`config.mk`:
```
export PLATFORM = sky130hd
export DESIGN_NAME = aet_timer
export DESIGN_NICKNAME = d
export VERILOG_FILES = /design/src/rtl/aet_pkg.sv /design/src/rtl/aet_timer.sv
export VERILOG_INCLUDE_DIRS = /design/src /design/src/rtl
export SDC_FILE = /design/constraint.sdc
export NUM_CORES = 1
export LEC_CHECK = 0
export BUFFER_PORTS_ARGS = -buffer_cell sky130_fd_sc_hd__buf_2
export CORE_ASPECT_RATIO = 0.5
export CORE_MARGIN = 5
export CORE_UTILIZATION = 52
export DETAILED_ROUTE_END_ITERATION = 7
export PLACE_DENSITY = 0.76
export RECOVER_POWER = 50
export SLEW_MARGIN = 10
export SYNTH_ARGS = -nofsm -noshare
export SYNTH_HDL_FRONTEND = slang
export SYNTH_SLANG_ARGS = --single-unit
export TNS_END_PERCENT = 50
```
`constraint.sdc`:
```
create_clock -name pclk -period 1.9 [get_ports pclk]
set_input_delay 0.38 -clock pclk [delete_from_list [all_inputs] [get_ports pclk]]
set_output_delay 0.38 -clock pclk [all_outputs]
set_load 0.02 [all_outputs]
```
`src/rtl/aet_defs.svh`:
```
// register indices, field positions, reset values and timing counts of the timer
`ifndef AET_DEFS_SVH
`define AET_DEFS_SVH
`define AET_IDX_IRQ_FLAGS 8'h37
`define AET_IDX_IRQ_MASK 8'h70
`define AET_IDX_CONTROL_A 8'hB0
`define AET_IDX_CONTROL_B 8'hB1
`define AET_IDX_COUNT 8'hB2
`define AET_IDX_COMPARE_A 8'hB3
`define AET_IDX_COMPARE_B 8'hB4
`define AET_IDX_ASYNC_STATUS 8'hB6
`define AET_IDX_SPECIAL_FUNC 8'hB7
`define AET_RESET_VALUE 8'h00
`define AET_COM_A_MSB 7
`define AET_COM_A_LSB 6
`define AET_COM_B_MSB 5
`define AET_COM_B_LSB 4
`define AET_WGM_LOW_MSB 1
`define AET_WGM_HIGH_BIT 3
`define AET_FORCE_A_BIT 7
`define AET_FORCE_B_BIT 6
`define AET_CS_MSB 2
`define AET_ASYNC_SELECT_BIT 5
`define AET_PRESCALER_RESET_BIT 0
`define AET_BUSY_CONTROL_B 0
`define AET_BUSY_CONTROL_A 1
`define AET_BUSY_COMPARE_B 2
`define AET_BUSY_COMPARE_A 3
`define AET_BUSY_COUNT 4
`define AET_HOLD_COUNT 5
`define AET_FLAG_SYNC_CYCLES 3
`define AET_WGM_CTC 3'h2
`define AET_COUNT_MAX 8'hFF
`define AET_OSC_SETTLE_MS 1000
`endif

```
`src/rtl/aet_pkg.sv`:
```
// types shared by the asynchronous eight-bit timer
package aet_pkg;
  typedef struct packed {
    logic [1:0] com_a;
    logic [1:0] com_b;
    logic [2:0] wgm;
    logic [2:0] cs;
  } aet_ctrl_type;
  typedef struct packed {
    logic match_b;
    logic match_a;
    logic overflow;
  } aet_event_type;
endpackage : aet_pkg

```
`src/rtl/aet_timer.sv`:
```
// asynchronous eight-bit timer/counter with APB register access
//
// Added by the designer: the APB register port.
`timescale 1ns/1ps
`default_nettype none
`include "aet_defs.svh"
// Function
// - async writes park in holding stage, move after two external clock edges
// - each async register owns an independent holding stage
// - async status shows an update-busy bit per holding stage
// - interrupt logic needs one external clock period to reset
// - oscillator kept enabled in async mode except power-down sleep
// - wake begins on timer clock after the interrupt condition
// - readable count refreshed on each external clock rising edge
// - async flag sync takes three system clocks plus one timer period
// - compare outputs change on compare matches at timer ticks or on force strobes from control B
// - prescaler input is system clock, or external pin when async selected
// - counter clock undivided, divided by 8..1024, or stopped
// - clock select 0 stop, 1 direct, 2..7 divide 8,32,64,128,256,1024
// - prescaler reset bit restarts prescaler phase
// - register map at documented offsets, all reset to zero
// - compare mode fields in control A bits 7:6 and 5:4 drive pins
module aet_timer
  import aet_pkg::*;
(
  input wire logic pclk,
  input wire logic presetn,
  input wire logic psel,
  input wire logic penable,
  input wire logic pwrite,
  input wire logic [9:0] paddr,
  input wire logic [31:0] pwdata,
  output logic [31:0] prdata,
  output logic pready,
  output logic pslverr,
  input wire logic ext_osc_in,
  input wire logic power_down_sleep,
  output logic osc_enable,
  output logic compare_output_a,
  output logic compare_output_a_oe,
  output logic compare_output_b,
  output logic compare_output_b_oe,
  output logic irq_request
);

  function automatic logic div_tick(input logic [2:0] cs, input logic [9:0] psc,
                                    input logic in_tick);
    logic [9:0] m;
    m = 10'h000;
    case (cs)
      3'h2: m = 10'h007;
      3'h3: m = 10'h01F;
      3'h4: m = 10'h03F;
      3'h5: m = 10'h07F;
      3'h6: m = 10'h0FF;
      3'h7: m = 10'h3FF;
      default: m = 10'h000;
    endcase
    if (cs == 3'h0) begin
      div_tick = 1'b0;
    end else begin
      div_tick = in_tick && ((psc & m) == m);
    end
  endfunction : div_tick

  function automatic logic wave_next(input logic [1:0] com, input logic cur);
    case (com)
      2'h1: wave_next = ~cur;
      2'h2: wave_next = 1'b0;
      2'h3: wave_next = 1'b1;
      default: wave_next = cur;
    endcase
  endfunction : wave_next

  logic osc_meta_reg, osc_sync_reg, osc_prev_reg;
  logic [7:0] control_a_reg, control_b_reg, count_reg, compare_a_reg, compare_b_reg;
  logic [7:0] count_view_reg, irq_flags_reg, irq_mask_reg;
  logic async_select_reg, block_match_reg, psc_clear_reg, force_a_reg, force_b_reg;
  logic [9:0] psc_reg;
  logic [7:0] hold_reg [`AET_HOLD_COUNT];
  logic [`AET_HOLD_COUNT-1:0] busy_reg, edge_seen_reg, apply;
  logic [7:0] apply_data [`AET_HOLD_COUNT];
  aet_event_type pend_reg, pipe0_reg, pipe1_reg, pipe2_reg, evt;
  aet_ctrl_type ctrl;
  logic ext_tick, in_tick, cnt_tick, wr_en, rd_setup, match_a, match_b;
  logic [7:0] idx, wbyte, top, rdata;
  logic [`AET_HOLD_COUNT-1:0] wr_hit;
  logic [2:0] flag_set;

  // pin passes two flops before edge detection
  always_ff @(posedge pclk or negedge presetn) begin
    if (!presetn) begin
      osc_meta_reg <= 1'b0;
      osc_sync_reg <= 1'b0;
      osc_prev_reg <= 1'b0;
    end else begin
      osc_meta_reg <= ext_osc_in;
      osc_sync_reg <= osc_meta_reg;
      osc_prev_reg <= osc_sync_reg;
    end
  end
  assign ext_tick = osc_sync_reg & ~osc_prev_reg;

  assign idx = paddr[9:2];
  assign wbyte = pwdata[7:0];
  // refused accesses must not land; pslverr stands with pready
  assign wr_en = psel & penable & pwrite & pready & ~pslverr;
  assign rd_setup = psel & ~penable;
  assign wr_hit[`AET_BUSY_CONTROL_B] = wr_en && idx == `AET_IDX_CONTROL_B;
  assign wr_hit[`AET_BUSY_CONTROL_A] = wr_en && idx == `AET_IDX_CONTROL_A;
  assign wr_hit[`AET_BUSY_COMPARE_B] = wr_en && idx == `AET_IDX_COMPARE_B;
  assign wr_hit[`AET_BUSY_COMPARE_A] = wr_en && idx == `AET_IDX_COMPARE_A;
  assign wr_hit[`AET_BUSY_COUNT] = wr_en && idx == `AET_IDX_COUNT;

  // mode bits split over two registers
  assign ctrl.com_a = control_a_reg[`AET_COM_A_MSB:`AET_COM_A_LSB];
  assign ctrl.com_b = control_a_reg[`AET_COM_B_MSB:`AET_COM_B_LSB];
  assign ctrl.wgm = {control_b_reg[`AET_WGM_HIGH_BIT], control_a_reg[`AET_WGM_LOW_MSB:0]};
  assign ctrl.cs = control_b_reg[`AET_CS_MSB:0];

  // busy set on write, cleared on transfer
  always_ff @(posedge pclk or negedge presetn) begin
    if (!presetn) begin
      busy_reg <= '0;
      edge_seen_reg <= '0;
      for (int i = 0; i < `AET_HOLD_COUNT; i++) begin
        hold_reg[i] <= `AET_RESET_VALUE;
      end
    end else begin
      for (int i = 0; i < `AET_HOLD_COUNT; i++) begin
        if (wr_hit[i] && async_select_reg) begin
          // rewrite while busy restarts the transfer
          hold_reg[i] <= wbyte;
          busy_reg[i] <= 1'b1;
          edge_seen_reg[i] <= 1'b0;
        end else if (busy_reg[i] && ext_tick) begin
          edge_seen_reg[i] <= ~edge_seen_reg[i];
          busy_reg[i] <= ~edge_seen_reg[i];
        end
      end
    end
  end

  // transfer on second external rising edge
  always_comb begin
    for (int i = 0; i < `AET_HOLD_COUNT; i++) begin
      if (async_select_reg) begin
        apply[i] = busy_reg[i] && ext_tick && edge_seen_reg[i] && !wr_hit[i];
        apply_data[i] = hold_reg[i];
      end else begin
        apply[i] = wr_hit[i];
        apply_data[i] = wbyte;
      end
    end
  end

  always_ff @(posedge pclk or negedge presetn) begin
    if (!presetn) begin
      control_a_reg <= `AET_RESET_VALUE;
      control_b_reg <= `AET_RESET_VALUE;
      compare_a_reg <= `AET_RESET_VALUE;
      compare_b_reg <= `AET_RESET_VALUE;
      force_a_reg <= 1'b0;
      force_b_reg <= 1'b0;
    end else begin
      force_a_reg <= 1'b0;
      force_b_reg <= 1'b0;
      if (apply[`AET_BUSY_CONTROL_A]) begin
        // reserved bits 3:2 stay zero
        control_a_reg <= apply_data[`AET_BUSY_CONTROL_A] & 8'hF3;
      end
      if (apply[`AET_BUSY_CONTROL_B]) begin
        // force bits are strobes, never stored
        control_b_reg <= apply_data[`AET_BUSY_CONTROL_B] & 8'h0F;
        force_a_reg <= apply_data[`AET_BUSY_CONTROL_B][`AET_FORCE_A_BIT];
        force_b_reg <= apply_data[`AET_BUSY_CONTROL_B][`AET_FORCE_B_BIT];
      end
      if (apply[`AET_BUSY_COMPARE_A]) begin
        compare_a_reg <= apply_data[`AET_BUSY_COMPARE_A];
      end
      if (apply[`AET_BUSY_COMPARE_B]) begin
        compare_b_reg <= apply_data[`AET_BUSY_COMPARE_B];
      end
    end
  end

  assign in_tick = async_select_reg ? ext_tick : 1'b1;
  assign cnt_tick = div_tick(ctrl.cs, psc_reg, in_tick);

  always_ff @(posedge pclk or negedge presetn) begin
    if (!presetn) begin
      psc_reg <= 10'h000;
    end else if (psc_clear_reg) begin
      psc_reg <= 10'h000;
    end else if (in_tick) begin
      psc_reg <= psc_reg + 10'h001;
    end
  end

  assign top = (ctrl.wgm == `AET_WGM_CTC) ? compare_a_reg : `AET_COUNT_MAX;
  assign match_a = cnt_tick && !block_match_reg && count_reg == compare_a_reg;
  assign match_b = cnt_tick && !block_match_reg && count_reg == compare_b_reg;
  assign evt.match_a = match_a;
  assign evt.match_b = match_b;
  assign evt.overflow = cnt_tick && count_reg == `AET_COUNT_MAX;

  // cpu write beats counting; next tick sees no match
  always_ff @(posedge pclk or negedge presetn) begin
    if (!presetn) begin
      count_reg <= `AET_RESET_VALUE;
      block_match_reg <= 1'b0;
    end else if (apply[`AET_BUSY_COUNT]) begin
      count_reg <= apply_data[`AET_BUSY_COUNT];
      block_match_reg <= 1'b1;
    end else if (cnt_tick) begin
      count_reg <= (count_reg == top) ? 8'h00 : count_reg + 8'h01;
      block_match_reg <= 1'b0;
    end
  end

  // readable count follows external edges only in async mode, every clock otherwise
  always_ff @(posedge pclk or negedge presetn) begin
    if (!presetn) begin
      count_view_reg <= `AET_RESET_VALUE;
    end else if (!async_select_reg || ext_tick) begin
      count_view_reg <= count_reg;
    end
  end

  // outputs move on timer ticks or forced strobes
  always_ff @(posedge pclk or negedge presetn) begin
    if (!presetn) begin
      compare_output_a <= 1'b0;
      compare_output_b <= 1'b0;
      compare_output_a_oe <= 1'b0;
      compare_output_b_oe <= 1'b0;
    end else begin
      compare_output_a_oe <= ctrl.com_a != 2'h0;
      compare_output_b_oe <= ctrl.com_b != 2'h0;
      // force acts like a match on the pin only
      if (match_a || force_a_reg) begin
        compare_output_a <= wave_next(ctrl.com_a, compare_output_a);
      end
      if (match_b || force_b_reg) begin
        compare_output_b <= wave_next(ctrl.com_b, compare_output_b);
      end
    end
  end

  // wait for a timer edge, then three system clocks
  // flag, and so wake, lands after the next timer clock
  // pending event cleared only by a timer edge
  always_ff @(posedge pclk or negedge presetn) begin
    if (!presetn) begin
      pend_reg <= '0;
      pipe0_reg <= '0;
      pipe1_reg <= '0;
      pipe2_reg <= '0;
    end else begin
      pend_reg <= ext_tick ? evt : (pend_reg | evt);
      pipe0_reg <= ext_tick ? pend_reg : '0;
      pipe1_reg <= pipe0_reg;
      pipe2_reg <= pipe1_reg;
    end
  end
  assign flag_set = async_select_reg ? pipe2_reg : evt;

  // write one clears; a set in the same cycle wins
  always_ff @(posedge pclk or negedge presetn) begin
    if (!presetn) begin
      irq_flags_reg <= `AET_RESET_VALUE;
      irq_mask_reg <= `AET_RESET_VALUE;
      async_select_reg <= 1'b0;
      psc_clear_reg <= 1'b0;
      irq_request <= 1'b0;
      osc_enable <= 1'b0;
    end else begin
      if (wr_en && idx == `AET_IDX_IRQ_FLAGS) begin
        irq_flags_reg <= {5'h00, (irq_flags_reg[2:0] & ~wbyte[2:0]) | flag_set};
      end else begin
        irq_flags_reg <= {5'h00, irq_flags_reg[2:0] | flag_set};
      end
      if (wr_en && idx == `AET_IDX_IRQ_MASK) begin
        irq_mask_reg <= wbyte & 8'h07;
      end
      if (wr_en && idx == `AET_IDX_ASYNC_STATUS) begin
        async_select_reg <= wbyte[`AET_ASYNC_SELECT_BIT];
      end
      psc_clear_reg <= wr_en && idx == `AET_IDX_SPECIAL_FUNC && wbyte[`AET_PRESCALER_RESET_BIT];
      irq_request <= |(irq_flags_reg & irq_mask_reg);
      osc_enable <= async_select_reg & ~power_down_sleep;
    end
  end

  // busy bits readable in async status
  always_comb begin
    rdata = 8'h00;
    case (idx)
      `AET_IDX_IRQ_FLAGS: rdata = irq_flags_reg;
      `AET_IDX_IRQ_MASK: rdata = irq_mask_reg;
      `AET_IDX_CONTROL_A: rdata = control_a_reg;
      `AET_IDX_CONTROL_B: rdata = control_b_reg;
      `AET_IDX_COUNT: rdata = count_view_reg;
      `AET_IDX_COMPARE_A: rdata = compare_a_reg;
      `AET_IDX_COMPARE_B: rdata = compare_b_reg;
      `AET_IDX_ASYNC_STATUS: rdata = {2'b00, async_select_reg, busy_reg};
      `AET_IDX_SPECIAL_FUNC: rdata = 8'h00;
      default: rdata = 8'h00;
    endcase
  end

  // zero wait states: answer prepared during setup
  always_ff @(posedge pclk or negedge presetn) begin
    if (!presetn) begin
      prdata <= 32'h0000_0000;
      pready <= 1'b0;
      pslverr <= 1'b0;
    end else begin
      pready <= rd_setup;
      if (rd_setup) begin
        prdata <= (pwrite || paddr[1:0] != 2'b00) ? 32'h0000_0000 : {24'h00_0000, rdata};
        pslverr <= paddr[1:0] != 2'b00 ||
                   !(idx == `AET_IDX_IRQ_FLAGS || idx == `AET_IDX_IRQ_MASK ||
                     (idx >= `AET_IDX_CONTROL_A && idx <= `AET_IDX_SPECIAL_FUNC &&
                      idx != 8'hB5));
      end else begin
        pslverr <= 1'b0;
      end
    end
  end

endmodule : aet_timer
`default_nettype wire

```
* Word-level counts from Yosys, hierarchy flattened
Index checks and enable logic that the tools add are counted.
** Storage, ports and cells
- Word-level logic and storage cells :: 225
- Register bits :: 173
** Operators by class
- Multiplexer cells :: 47
- Equal/unequal tests :: 28
- Magnitude comparators :: 2
- Add/sub/neg operators :: 2
- Bitwise logic cells :: 25
- Reduce and logical (&&, ||, !) cells :: 68
** Operator list (count)
- $mux 8 :: 10
- $eq 8x8->1 const B :: 8
- $pmux 8 s8 :: 1
- $pmux 10 s6 :: 1
- $logic_and 1x1->1 :: 37
- $mux 1 :: 27
- $eq 8x8->1 :: 3
- $mux 10 :: 2
- $reduce_bool 2->1 :: 10
- $eq 3x3->1 const B :: 4
- $mux 3 :: 4
- $not 1->1 :: 11
- $add 10x1->10 const B :: 1
- $and 10x10->10 :: 1
- $eq 10x10->1 :: 1
- $eq 3x2->1 const B :: 3
- $or 3x3->3 :: 3
- $add 8x1->8 const B :: 1
- $and 8x3->8 :: 1
- $eq 2x2->1 const B :: 4
- $eq 8x6->1 const B :: 1
- $eq 8x7->1 const B :: 1
- $ge 8x8->1 const B :: 1
- $le 8x8->1 const B :: 1
- other kinds (12) :: 35

* Depth between registers and ports, before layout
Gate-level depths: netlist of the first run.
- Word-level depth :: 11
- Depth in mapped cells :: 8
- Gate-level depth less buffers :: 6

* Least setup slack after synthesis of the first run
OpenSTA, ideal clock, no wires.
- Path kind :: input -> register
- Start point :: in paddr[8]
- End point :: reg control_a_reg[0]
- Setup time :: 125 ps
- Path buffers :: 0
- Data required time :: 1775 ps
- Setup slack :: -160 ps
- Stages :: 6
- Data arrival time :: 1935 ps
- Path through :: and4b_1 > and2_1 > nand2_1 > nor3_1 > mux2i_1 > mux2_2
** Between the ends
- Longest elaborated chain between the ends :: 5
** RTL lines
- from (decl) :: line aet_timer.sv:31 : input wire logic [9:0] paddr,
- $eq 8x8->1 *
- $logic_and 1x1->1 (no line) *
- $logic_not 1->1 :: line aet_timer.sv:148 : apply[i] = busy_reg[i] && ext_tick && edge_seen_reg[i] && !wr_hit[i];
- $logic_and 1x1->1 :: line aet_timer.sv:148
- $mux 1 * :: line aet_timer.sv:147 : if (async_select_reg) begin
- to (signal assigned) :: line aet_timer.sv:159 : control_a_reg <= `AET_RESET_VALUE;
- to (signal assigned) :: line aet_timer.sv:170 : control_a_reg <= apply_data[`AET_BUSY_CONTROL_A] & 8'hF3;
- to (decl) :: line aet_timer.sv:76 : logic [7:0] control_a_reg, control_b_reg, count_reg, compare_a_reg, compare_b_reg;
Mark *: on every way between the ends. The rest lies on a longest branch, timed or not.
A chain may end at the register's enable or synchronous reset.

* Worst setup path after layout of the first run
- Start point :: reg pslverr
- End point :: reg count_reg[7]
** Between the ends
- Longest elaborated chain between the ends :: 7
** RTL lines
- from (decl) :: line aet_timer.sv:35 : output logic pslverr,
- from (signal assigned) :: line aet_timer.sv:322 : pslverr <= paddr[1:0] != 2'b00 ||
- $not 1->1 * :: line aet_timer.sv:107 : assign wr_en = psel & penable & pwrite & pready & ~pslverr;
- $and 1x1->1 * :: line aet_timer.sv:107
- $logic_and 1x1->1 (no line) *
- $logic_not 1->1 :: line aet_timer.sv:148
- $logic_and 1x1->1 :: line aet_timer.sv:148
- $mux 1 * :: line aet_timer.sv:147
- $mux 8 / $reduce_bool 2->1 (equally long branches)
- to (signal assigned) :: line aet_timer.sv:210 : count_reg <= `AET_RESET_VALUE;
- to (signal assigned) :: line aet_timer.sv:213 : count_reg <= apply_data[`AET_BUSY_COUNT];
- to (signal assigned) :: line aet_timer.sv:216 : count_reg <= (count_reg == top) ? 8'h00 : count_reg + 8'h01;
- to (decl) :: line aet_timer.sv:76
Marks and branches as above.

==> load_flow_metrics.sql, run 1 <==
INSERT INTO impl_metrics (metric_group, metric, value, unit) VALUES
('worst_setup_path', 'worst-r2r-cell-count', '6', ''),
('timing', 'layout_worst_path_cycle_share', '109.8', '%'),
('timing', 'setup_viol_count_final', '50', ''),
('global_route', 'grt_start_max_net_pins', '53', ''),
('worst_setup_path', 'worst_ep_required_time', '2200', 'ps'),
('layout', 'nets', '833', ''),
('cts', 'cts_buffers', '17', ''),
('worst_setup_path', 'timing.critical_path.fanout_max', '4', ''),
('timing', 'slew_headroom', '21.17', '%'),
('place', 'place.detailed.instances', '923', ''),
('synthesis', 'most_used_standard_cell_by_instance_count_after_synthesis', 'sky130_fd_sc_hd__dfrtp_1', ''),
('worst_setup_path', 'register_to_register_path_setup_slack', '-190', 'ps'),
('routing', 'dr_total_vias', '5590', ''),
('layout', 'multi_input_area', '3385', 'µm²'),
('synthesis', 'synth-async-reset-ratio', '100.0', '%'),
('outcome', 'outcome', 'finished with violations', ''),
('global_route', 'via_count_of_the_first_global_routing_pass', '5634', ''),
('min_path', 'worst_hold_path_type', 'input port to flip-flop', ''),
('cts', 'clock_pin_slew_reported_for_the_worst_setup_and_hold_paths_after_clock_tree_synthesis', '60', 'ps'),
('timing', 'rsz_0062_raised_after_global_routing', 'true', ''),
('routing', 'detailedRoute.firstPassIterationCount', '5', ''),
('worst_setup_path', 'end_kind', 'flip-flop', ''),
('die', 'number_of_standard_cell_rows_in_the_floorplan', '29', ''),
('routing', 'vias_per_cell', '5.793', ''),
('flow_run', 'maxCapViolCount', '0', ''),
('die', 'die-height', '91.30', 'µm'),
('timing', 'worst_slew_pin_slew', '1182', 'ps'),
('synthesis', 'dominantRegCellSynth', 'sky130_fd_sc_hd__dfrtp_1', ''),
('layout', 'synthToLayoutAreaGrowth', '28.45', '%'),
('layout', 'drive_gt1_share', '37.11', '%'),
('min_path', 'hp-start', 'ext_osc_in', ''),
('routing', 'route.detailed.drc', '0', ''),
('synthesis', 'postSynthRegisterBits', '140', ''),
('layout', 'ff_latch_area', '3507', 'µm²'),
('global_route', 'grt_first_pass_wirelength', '29610', 'µm'),
('routing', 'drt-wirelength-per-cell', '19.48', 'µm'),
('synthesis', 'synth_sequential_area_ratio', '50.97', '%'),
('timing', 'fmaxAchievable', '0.4793', 'GHz'),
('cts', 'cts.htree.levels', '4', ''),
('layout', 'largest_register_ffs', '36', ''),
('routing', 'drt_first_iter_violations', '563', ''),
('cts', 'clock_latency', '420', 'ps'),
('worst_setup_path', 'crit-reg2reg-launch', 'pslverr', ''),
('die', 'io_pins', '89', ''),
('cts', 'clk_path_buf_depth', '2', ''),
('synthesis', 'synth.cell_area', '6873', 'µm²'),
('die', 'dieArea', '15760', 'µm²'),
('place', 'count_of_input_and_output_buffers', '40', ''),
('layout', 'nFillCells', '872', ''),
('timing', 'post-route-worst-setup-slack', '-186.3', 'ps'),
('synthesis', 'yosys.cell_types.count', '68', ''),
('synthesis', 'synthesis.instances', '638', ''),
('min_path', 'timing.hold.worst_endpoint', 'osc_meta_reg', ''),
('worst_setup_path', 'worst_ep_arrival_time', '2390', 'ps'),
('routing', 'route.antenna.remaining_nets', '0', ''),
('worst_setup_path', 'criticalPathCategory', 'flip-flop to flip-flop', ''),
('worst_setup_path', 'worstPathCellList', 'and4bb_2 > nand4b_1 > buf_4 > mux2_4 > a22o_1 > a221o_1', ''),
('timing', 'timing.final.crit_period', '2086', 'ps'),
('outcome', 'failed_checks', 'setup timing', ''),
('worst_setup_path', 'worst_r2r_endpoint', 'count_reg[7]', ''),
('synthesis', 'ys_top_cells_by_area', 'sky130_fd_sc_hd__dfrtp_1 (51%), sky130_fd_sc_hd__mux2_2 (12%), sky130_fd_sc_hd__nand2_1 (5.4%), sky130_fd_sc_hd__buf_4 (2.6%), sky130_fd_sc_hd__nor2_1 (2.2%)', ''),
('place', 'place.gp.congestion', '0.9170', ''),
('global_route', 'antenna_found_initial', '0', ''),
('place', 'hpwlAfterDp', '13070', 'µm'),
('cts', 'root_buffer', 'sky130_fd_sc_hd__clkbuf_16', ''),
('synthesis', 'synth_enable_flop_cells', '0', ''),
('layout', 'finish.utilization', '68.93', '%'),
('layout', 'layout.cells.non_filler', '965', ''),
('global_route', 'grt-ovfl-total', '0', ''),
('die', 'fp.coreArea', '12810', 'µm²'),
('synthesis', 'yosysWarnings', '0', '');
[metal layers]
metal  global-route usage (%)  share of wire [%]
met1                    32.85                 44
met2                    37.42                 47
met3                    4.523                7.2
met4                    9.361                2.2
met5                        0                  0
[metrics by stage]
stage	hold slack [ps]	worst slack, ps	power [W]	setup TNS (ps)	instance area, µm²
2_1_floorplan	84.41	-53.05	0.003574	-1468	7007
3_3_place_gp	332.5	-261.0	0.003836	-13680	7991
3_5_place_dp	336.5	-320.0	0.003861	-16660	7991
4_1_cts	58.95	-159.5	0.006968	-1572	8655
5_1_grt	56.04	-223.8	0.007214	-5638	8828
6_report	63.96	-186.3	0.006966	-2208	8828
[layout make-up]
class,instances,area share [%]
Clock inverter,15,1.502
Inverter,14,0.5952
Sequential cell,140,39.73
Multi-Input combinational cell,464,38.34
Clock buffer,17,4.819
Tap cell,170,2.409
Timing Repair Buffer,145,12.61
[report_power, final]
part / internal (W) / switching, W / leakage [nW]
logic: 0.000280 / 0.000431 / 2.13
clock network: 0.00171 / 0.00141 / 0.265
registers: 0.00307 / 0.0000679 / 1.66
[worst max-delay path by stage]
stage	slack, ps	startpoint	to	depth (start not counted)
floorplan	-50	paddr[8]	compare_b_reg[0]	6
global placement	-260	paddr[8]	count_reg[4]	9
detailed placement	-320	paddr[8]	count_reg[7]	9
CTS	-160	control_b_reg[0]	compare_output_a	6
global route	-220	control_b_reg[0]	compare_output_a	6
finish	-190	pslverr	count_reg[7]	6
[cell families (layout without fill, tap and decap cells)]
kind of cell	after synthesis	after routing	synth area share (%)
flip-flops	140	140	50.97
other	1	24	0.05456
multiplexers	86	86	14.45
buffers and inverters	57	191	4.533
adder cells (fa/ha/maj)	2	2	0.3640
XOR/XNOR	22	22	2.803
AND/OR/NAND/NOR	235	235	17.28
AO/OA/AOI/OAI	95	95	9.539
[repair_timing]
item / CTS / global route
pin swaps: 5 / 9
endpoints found under the hold margin: 48 / 0
resized for setup: 24 / 38
setup endpoints to repair: 56 / 72
cloned: 0 / 1
setup buffers: 2 / 8
hold buffers: 1 / 0
[cells in the final DEF, fill, tap and decap left out, types with 5 or more instances in the layout]
cell type and count:
sky130_fd_sc_hd__conb_1 24, sky130_fd_sc_hd__buf_4 84, sky130_fd_sc_hd__nand4_1 12, sky130_fd_sc_hd__a21o_1 7, sky130_fd_sc_hd__buf_2 41, sky130_fd_sc_hd__nor2_1 40, sky130_fd_sc_hd__buf_6 11, sky130_fd_sc_hd__xnor2_1 5
sky130_fd_sc_hd__nand3_1 12, sky130_fd_sc_hd__nand2b_1 18, sky130_fd_sc_hd__a22oi_1 7, sky130_fd_sc_hd__mux2i_1 7, sky130_fd_sc_hd__a31oi_1 7, sky130_fd_sc_hd__a21oi_1 22, sky130_fd_sc_hd__o21ai_1 7, sky130_fd_sc_hd__mux2_4 19
sky130_fd_sc_hd__mux2_2 54, sky130_fd_sc_hd__nand2_1 93, sky130_fd_sc_hd__and3_1 6, sky130_fd_sc_hd__clkinv_4 6, sky130_fd_sc_hd__xor2_1 17, sky130_fd_sc_hd__buf_12 7, sky130_fd_sc_hd__clkbuf_16 17, sky130_fd_sc_hd__inv_1 14
sky130_fd_sc_hd__dfrtp_1 137, sky130_fd_sc_hd__o21ai_0 10, sky130_fd_sc_hd__a221oi_1 6
Power figures use the tool's default switching activity.
==> run 2, diff against run 1 <==
--- a/config.mk
+++ b/config.mk
@@ -11,7 +11,7 @@
 export CORE_MARGIN = 5
 export CORE_UTILIZATION = 52
 export DETAILED_ROUTE_END_ITERATION = 7
-export PLACE_DENSITY = 0.76
+export PLACE_DENSITY = 0.81
 export RECOVER_POWER = 50
 export SLEW_MARGIN = 10
 export SYNTH_ARGS = -nofsm -noshare
==> run 2 against run 1 <==
Effect of this change:
- sequential cell count is the same
- core utilization rose by 0.58 points
- the run still ends with setup timing left
- sequential power rose by 2%
- routed wire length is 21% higher
- largest power group is now the clock network
- clock power increased by 19%
- via count is 11% higher
- total power is 9.5% higher
- hold slack worse by 1.8 ps
- first-iteration DRC count grew 66%
- die area is the same
- critical path depth up 3
==> load_flow_metrics.sql, run 2 (synthesis results as in run 1) <==
INSERT INTO impl_metrics (metric_group, metric, value, unit) VALUES
('worst_setup_path', 'worst-r2r-cell-count', '9', ''),
('place', 'place.detailed.instances', '915', ''),
('timing', 'timing.final.max_slew_violations', '0', ''),
('die', 'start_util', '53.66', '%'),
('die', 'die_w', '172.6', 'µm'),
('min_path', 'timing.hold.worst_endpoint', 'osc_meta_reg', ''),
('cts', 'tritoncts', 'done', ''),
('die', 'die-height', '91.30', 'µm'),
('timing', 'clock-skew-final', '15.04', 'ps'),
('worst_setup_path', 'worst_r2r_endpoint', 'count_reg[7]', ''),
('layout', 'layout.cells.non_filler', '961', ''),
('routing', 'dr_total_vias', '6184', ''),
('global_route', 'met1_global_route_usage', '34.61', '%'),
('routing', 'route.detailed.drc', '0', ''),
('global_route', 'grt_first_pass_wirelength', '31170', 'µm'),
('worst_setup_path', 'worstPathBufferInverterCount', '4', ''),
('global_route', 'grt_start_max_net_pins', '54', ''),
('pwr', 'power.density_cell_area', '857.2', 'nW/µm²'),
('worst_setup_path', 'worst_ep_required_time', '2210', 'ps'),
('cts', 'clkSinkCount', '140', ''),
('routing', 'drt_first_iter_violations', '932', ''),
('worst_setup_path', 'worst_path_max_delay_cell', 'sky130_fd_sc_hd__dfrtp_1', ''),
('layout', 'nets', '829', ''),
('place', 'count_of_input_and_output_buffers', '40', ''),
('die', 'io_pins', '89', ''),
('flow_run', 'maxCapViolCount', '0', ''),
('timing', 'worst_slew_pin_slew', '1283', 'ps'),
('worst_setup_path', 'cp-start-kind', 'flip-flop', ''),
('cts', 'clock_pin_slew_reported_for_the_worst_setup_and_hold_paths_after_clock_tree_synthesis', '60', 'ps'),
('layout', 'layout.cells.most_common_list', 'sky130_fd_sc_hd__dfrtp_1 (138), sky130_fd_sc_hd__nand2_1 (94), sky130_fd_sc_hd__buf_4 (80)', ''),
('cts', 'cts.htree.levels', '4', ''),
('timing', 'fmaxAchievable', '0.4408', 'GHz'),
('cts', 'cts_buffers', '17', ''),
('pwr', 'cellLeakagePower', '4.062', 'nW'),
('timing', 'slew_headroom', '14.44', '%'),
('worst_setup_path', 'worstPathCellList', 'buf_4 > inv_2 > o22ai_1 > o31ai_2 > buf_4 > a311oi_4 > buf_4 > a22o_1 > a221o_1', ''),
('layout', 'antenna_cells', '0', ''),
('min_path', 'min_path_cells', '1', ''),
('min_path', 'hp-start', 'ext_osc_in', ''),
('layout', 'synthToLayoutAreaGrowth', '29.53', '%'),
('worst_setup_path', 'cell_family_with_the_largest_share_of_critical_path_delay', 'compound AO/OA/AOI/OAI gates', ''),
('outcome', 'failed_checks', 'setup timing', ''),
('global_route', 'grtUsageTotal', '25.10', '%'),
('global_route', 'grt_use_met3', '6.473', '%'),
('worst_setup_path', 'largest_stage_delay_worst_path', '410', 'ps'),
('global_route', 'grtUsageMet2', '38.55', '%'),
('routing', 'route.antenna.remaining_nets', '0', ''),
('worst_setup_path', 'critical_path.most_common_cell', 'sky130_fd_sc_hd__buf_4', ''),
('timing', 'final.hold.worst_slack', '62.19', 'ps'),
('die', 'dieArea', '15760', 'µm²'),
('routing', 'drt-wirelength-per-cell', '23.60', 'µm'),
('layout', 'drive_gt1_share', '37.42', '%'),
('timing', 'timing.final.crit_period', '2269', 'ps'),
('global_route', 'antenna_found_initial', '0', ''),
('global_route', 'via_count_of_the_first_global_routing_pass', '5603', ''),
('worst_setup_path', 'register_to_register_path_setup_slack', '-370', 'ps'),
('die', 'fp.coreArea', '12810', 'µm²'),
('timing', 'post-route-worst-setup-slack', '-368.6', 'ps'),
('worst_setup_path', 'timing.critical_path.fanout_max', '5', ''),
('min_path', 'worst_hold_path_type', 'input port to flip-flop', ''),
('cts', 'clock_latency', '430', 'ps'),
('worst_setup_path', 'end_kind', 'flip-flop', ''),
('timing', 'setup_viol_count_final', '30', ''),
('worst_setup_path', 'worst_ep_arrival_time', '2580', 'ps'),
('timing', 'rsz_0062_raised_after_global_routing', 'true', ''),
('routing', 'drt-total-wl', '22680', 'µm'),
('layout', 'layout_commonest_cell', 'sky130_fd_sc_hd__dfrtp_1', ''),
('place', 'hpwlAfterDp', '12810', 'µm'),
('worst_setup_path', 'crit-reg2reg-launch', 'count_reg[0]', ''),
('outcome', 'outcome', 'finished with violations', ''),
('worst_setup_path', 'criticalPathCategory', 'flip-flop to flip-flop', ''),
('timing', 'finalHoldViolations', '0', ''),
('layout', 'largest_register_ffs', '36', ''),
('routing', 'vias_per_cell', '6.435', ''),
('global_route', 'layer_with_the_highest_usage', 'met2', ''),
('global_route', 'grt-ovfl-total', '0', ''),
('cts', 'root_buffer', 'sky130_fd_sc_hd__clkbuf_16', ''),
('timing', 'layout_worst_path_cycle_share', '119.4', '%'),
('place', 'place.gp.congestion', '0.9432', ''),
('place', 'placement.setup.worst_slack', '-488.9', 'ps'),
('routing', 'detailedRoute.firstPassIterationCount', '7', ''),
('place', 'placed_area', '7956', 'µm²'),
('pwr', 'max-vdd-ir-drop', '0.6485', 'mV'),
('layout', 'final_cell_area', '8902', 'µm²'),
('pwr', 'fin_total_pwr', '0.007631', 'W'),
('die', 'number_of_standard_cell_rows_in_the_floorplan', '29', ''),
('cts', 'clk_path_buf_depth', '2', '');
-- run 2: cell count changes in the layout (fill, tap and decap cells not counted), sizes merged --
cell / change
buf: -4
bufinv: +5
clkbuf: +2
clkinv: -2
clkinvlp: -2
inv: -3
-- run 2: how the worst max path moves through the flow --
stage                startpoint                to  depth (start not counted)
5_1_grt            count_reg[1]      count_reg[7]                          9
2_1_floorplan          paddr[8]  compare_b_reg[0]                          6
3_3_place_gp   control_b_reg[0]  compare_output_b                          7
6_report           count_reg[0]      count_reg[7]                          9
3_5_place_dp   control_b_reg[0]  compare_output_b                          7
4_1_cts        control_b_reg[0]  compare_output_a                          6
-- run 2: final cells by class --
| class | instances | area [µm²] |
|---|---|---|
| sequential | 140 | 3506 |
| clock buffer | 19 | 442.9 |
| multi-input combinational | 464 | 3378 |
| timing repair buffer | 141 | 1099 |
| inverter | 14 | 52.55 |
| tap | 170 | 212.7 |
| fill | 749 | 3906 |
| clock inverter | 13 | 211.5 |
-- run 2: routing by layer --
layer / wire (µm) / part of all wire, %
met5: 0 / 0
met4: 1191 / 5.3
met3: 2968 / 13
met2: 9995 / 44
met1: 8525 / 38
-- run 2: timing repair --
item	CTS	global route
cloned	0	0
pin swaps	9	10
gates resized for setup	20	36
setup endpoints to repair	14	71
endpoints found under the hold margin	48	0
hold buffers	1	0
buffers inserted	7	6
-- run 2: where the power goes --
group          leakage [nW]  switching (W)  internal, W  total, W
Sequential             1.66       0.000120      0.00307   0.00319
Clock                 0.318        0.00134      0.00238   0.00371
Combinational          2.09       0.000486     0.000245  0.000730
-- run 2: worst reg2reg max path, stage by stage, from the launching register on --
cell and delay (ps):
sky130_fd_sc_hd__dfrtp_1 410, sky130_fd_sc_hd__buf_4 160, sky130_fd_sc_hd__inv_2 80, sky130_fd_sc_hd__o22ai_1 110
sky130_fd_sc_hd__o31ai_2 410, sky130_fd_sc_hd__buf_4 210, sky130_fd_sc_hd__a311oi_4 130, sky130_fd_sc_hd__buf_4 180
sky130_fd_sc_hd__a22o_1 170, sky130_fd_sc_hd__a221o_1 290
-- run 2: stage by stage --
| stage | setup TNS (ps) | utilization, % |
|---|---|---|
| detailed placement | -15480 | 62.12 |
| global placement | -13540 | 62.12 |
| floorplan | -1468 | - |
| CTS | -1427 | 68.27 |
| global route | -4964 | 69.50 |
| finish | -3544 | 69.50 |
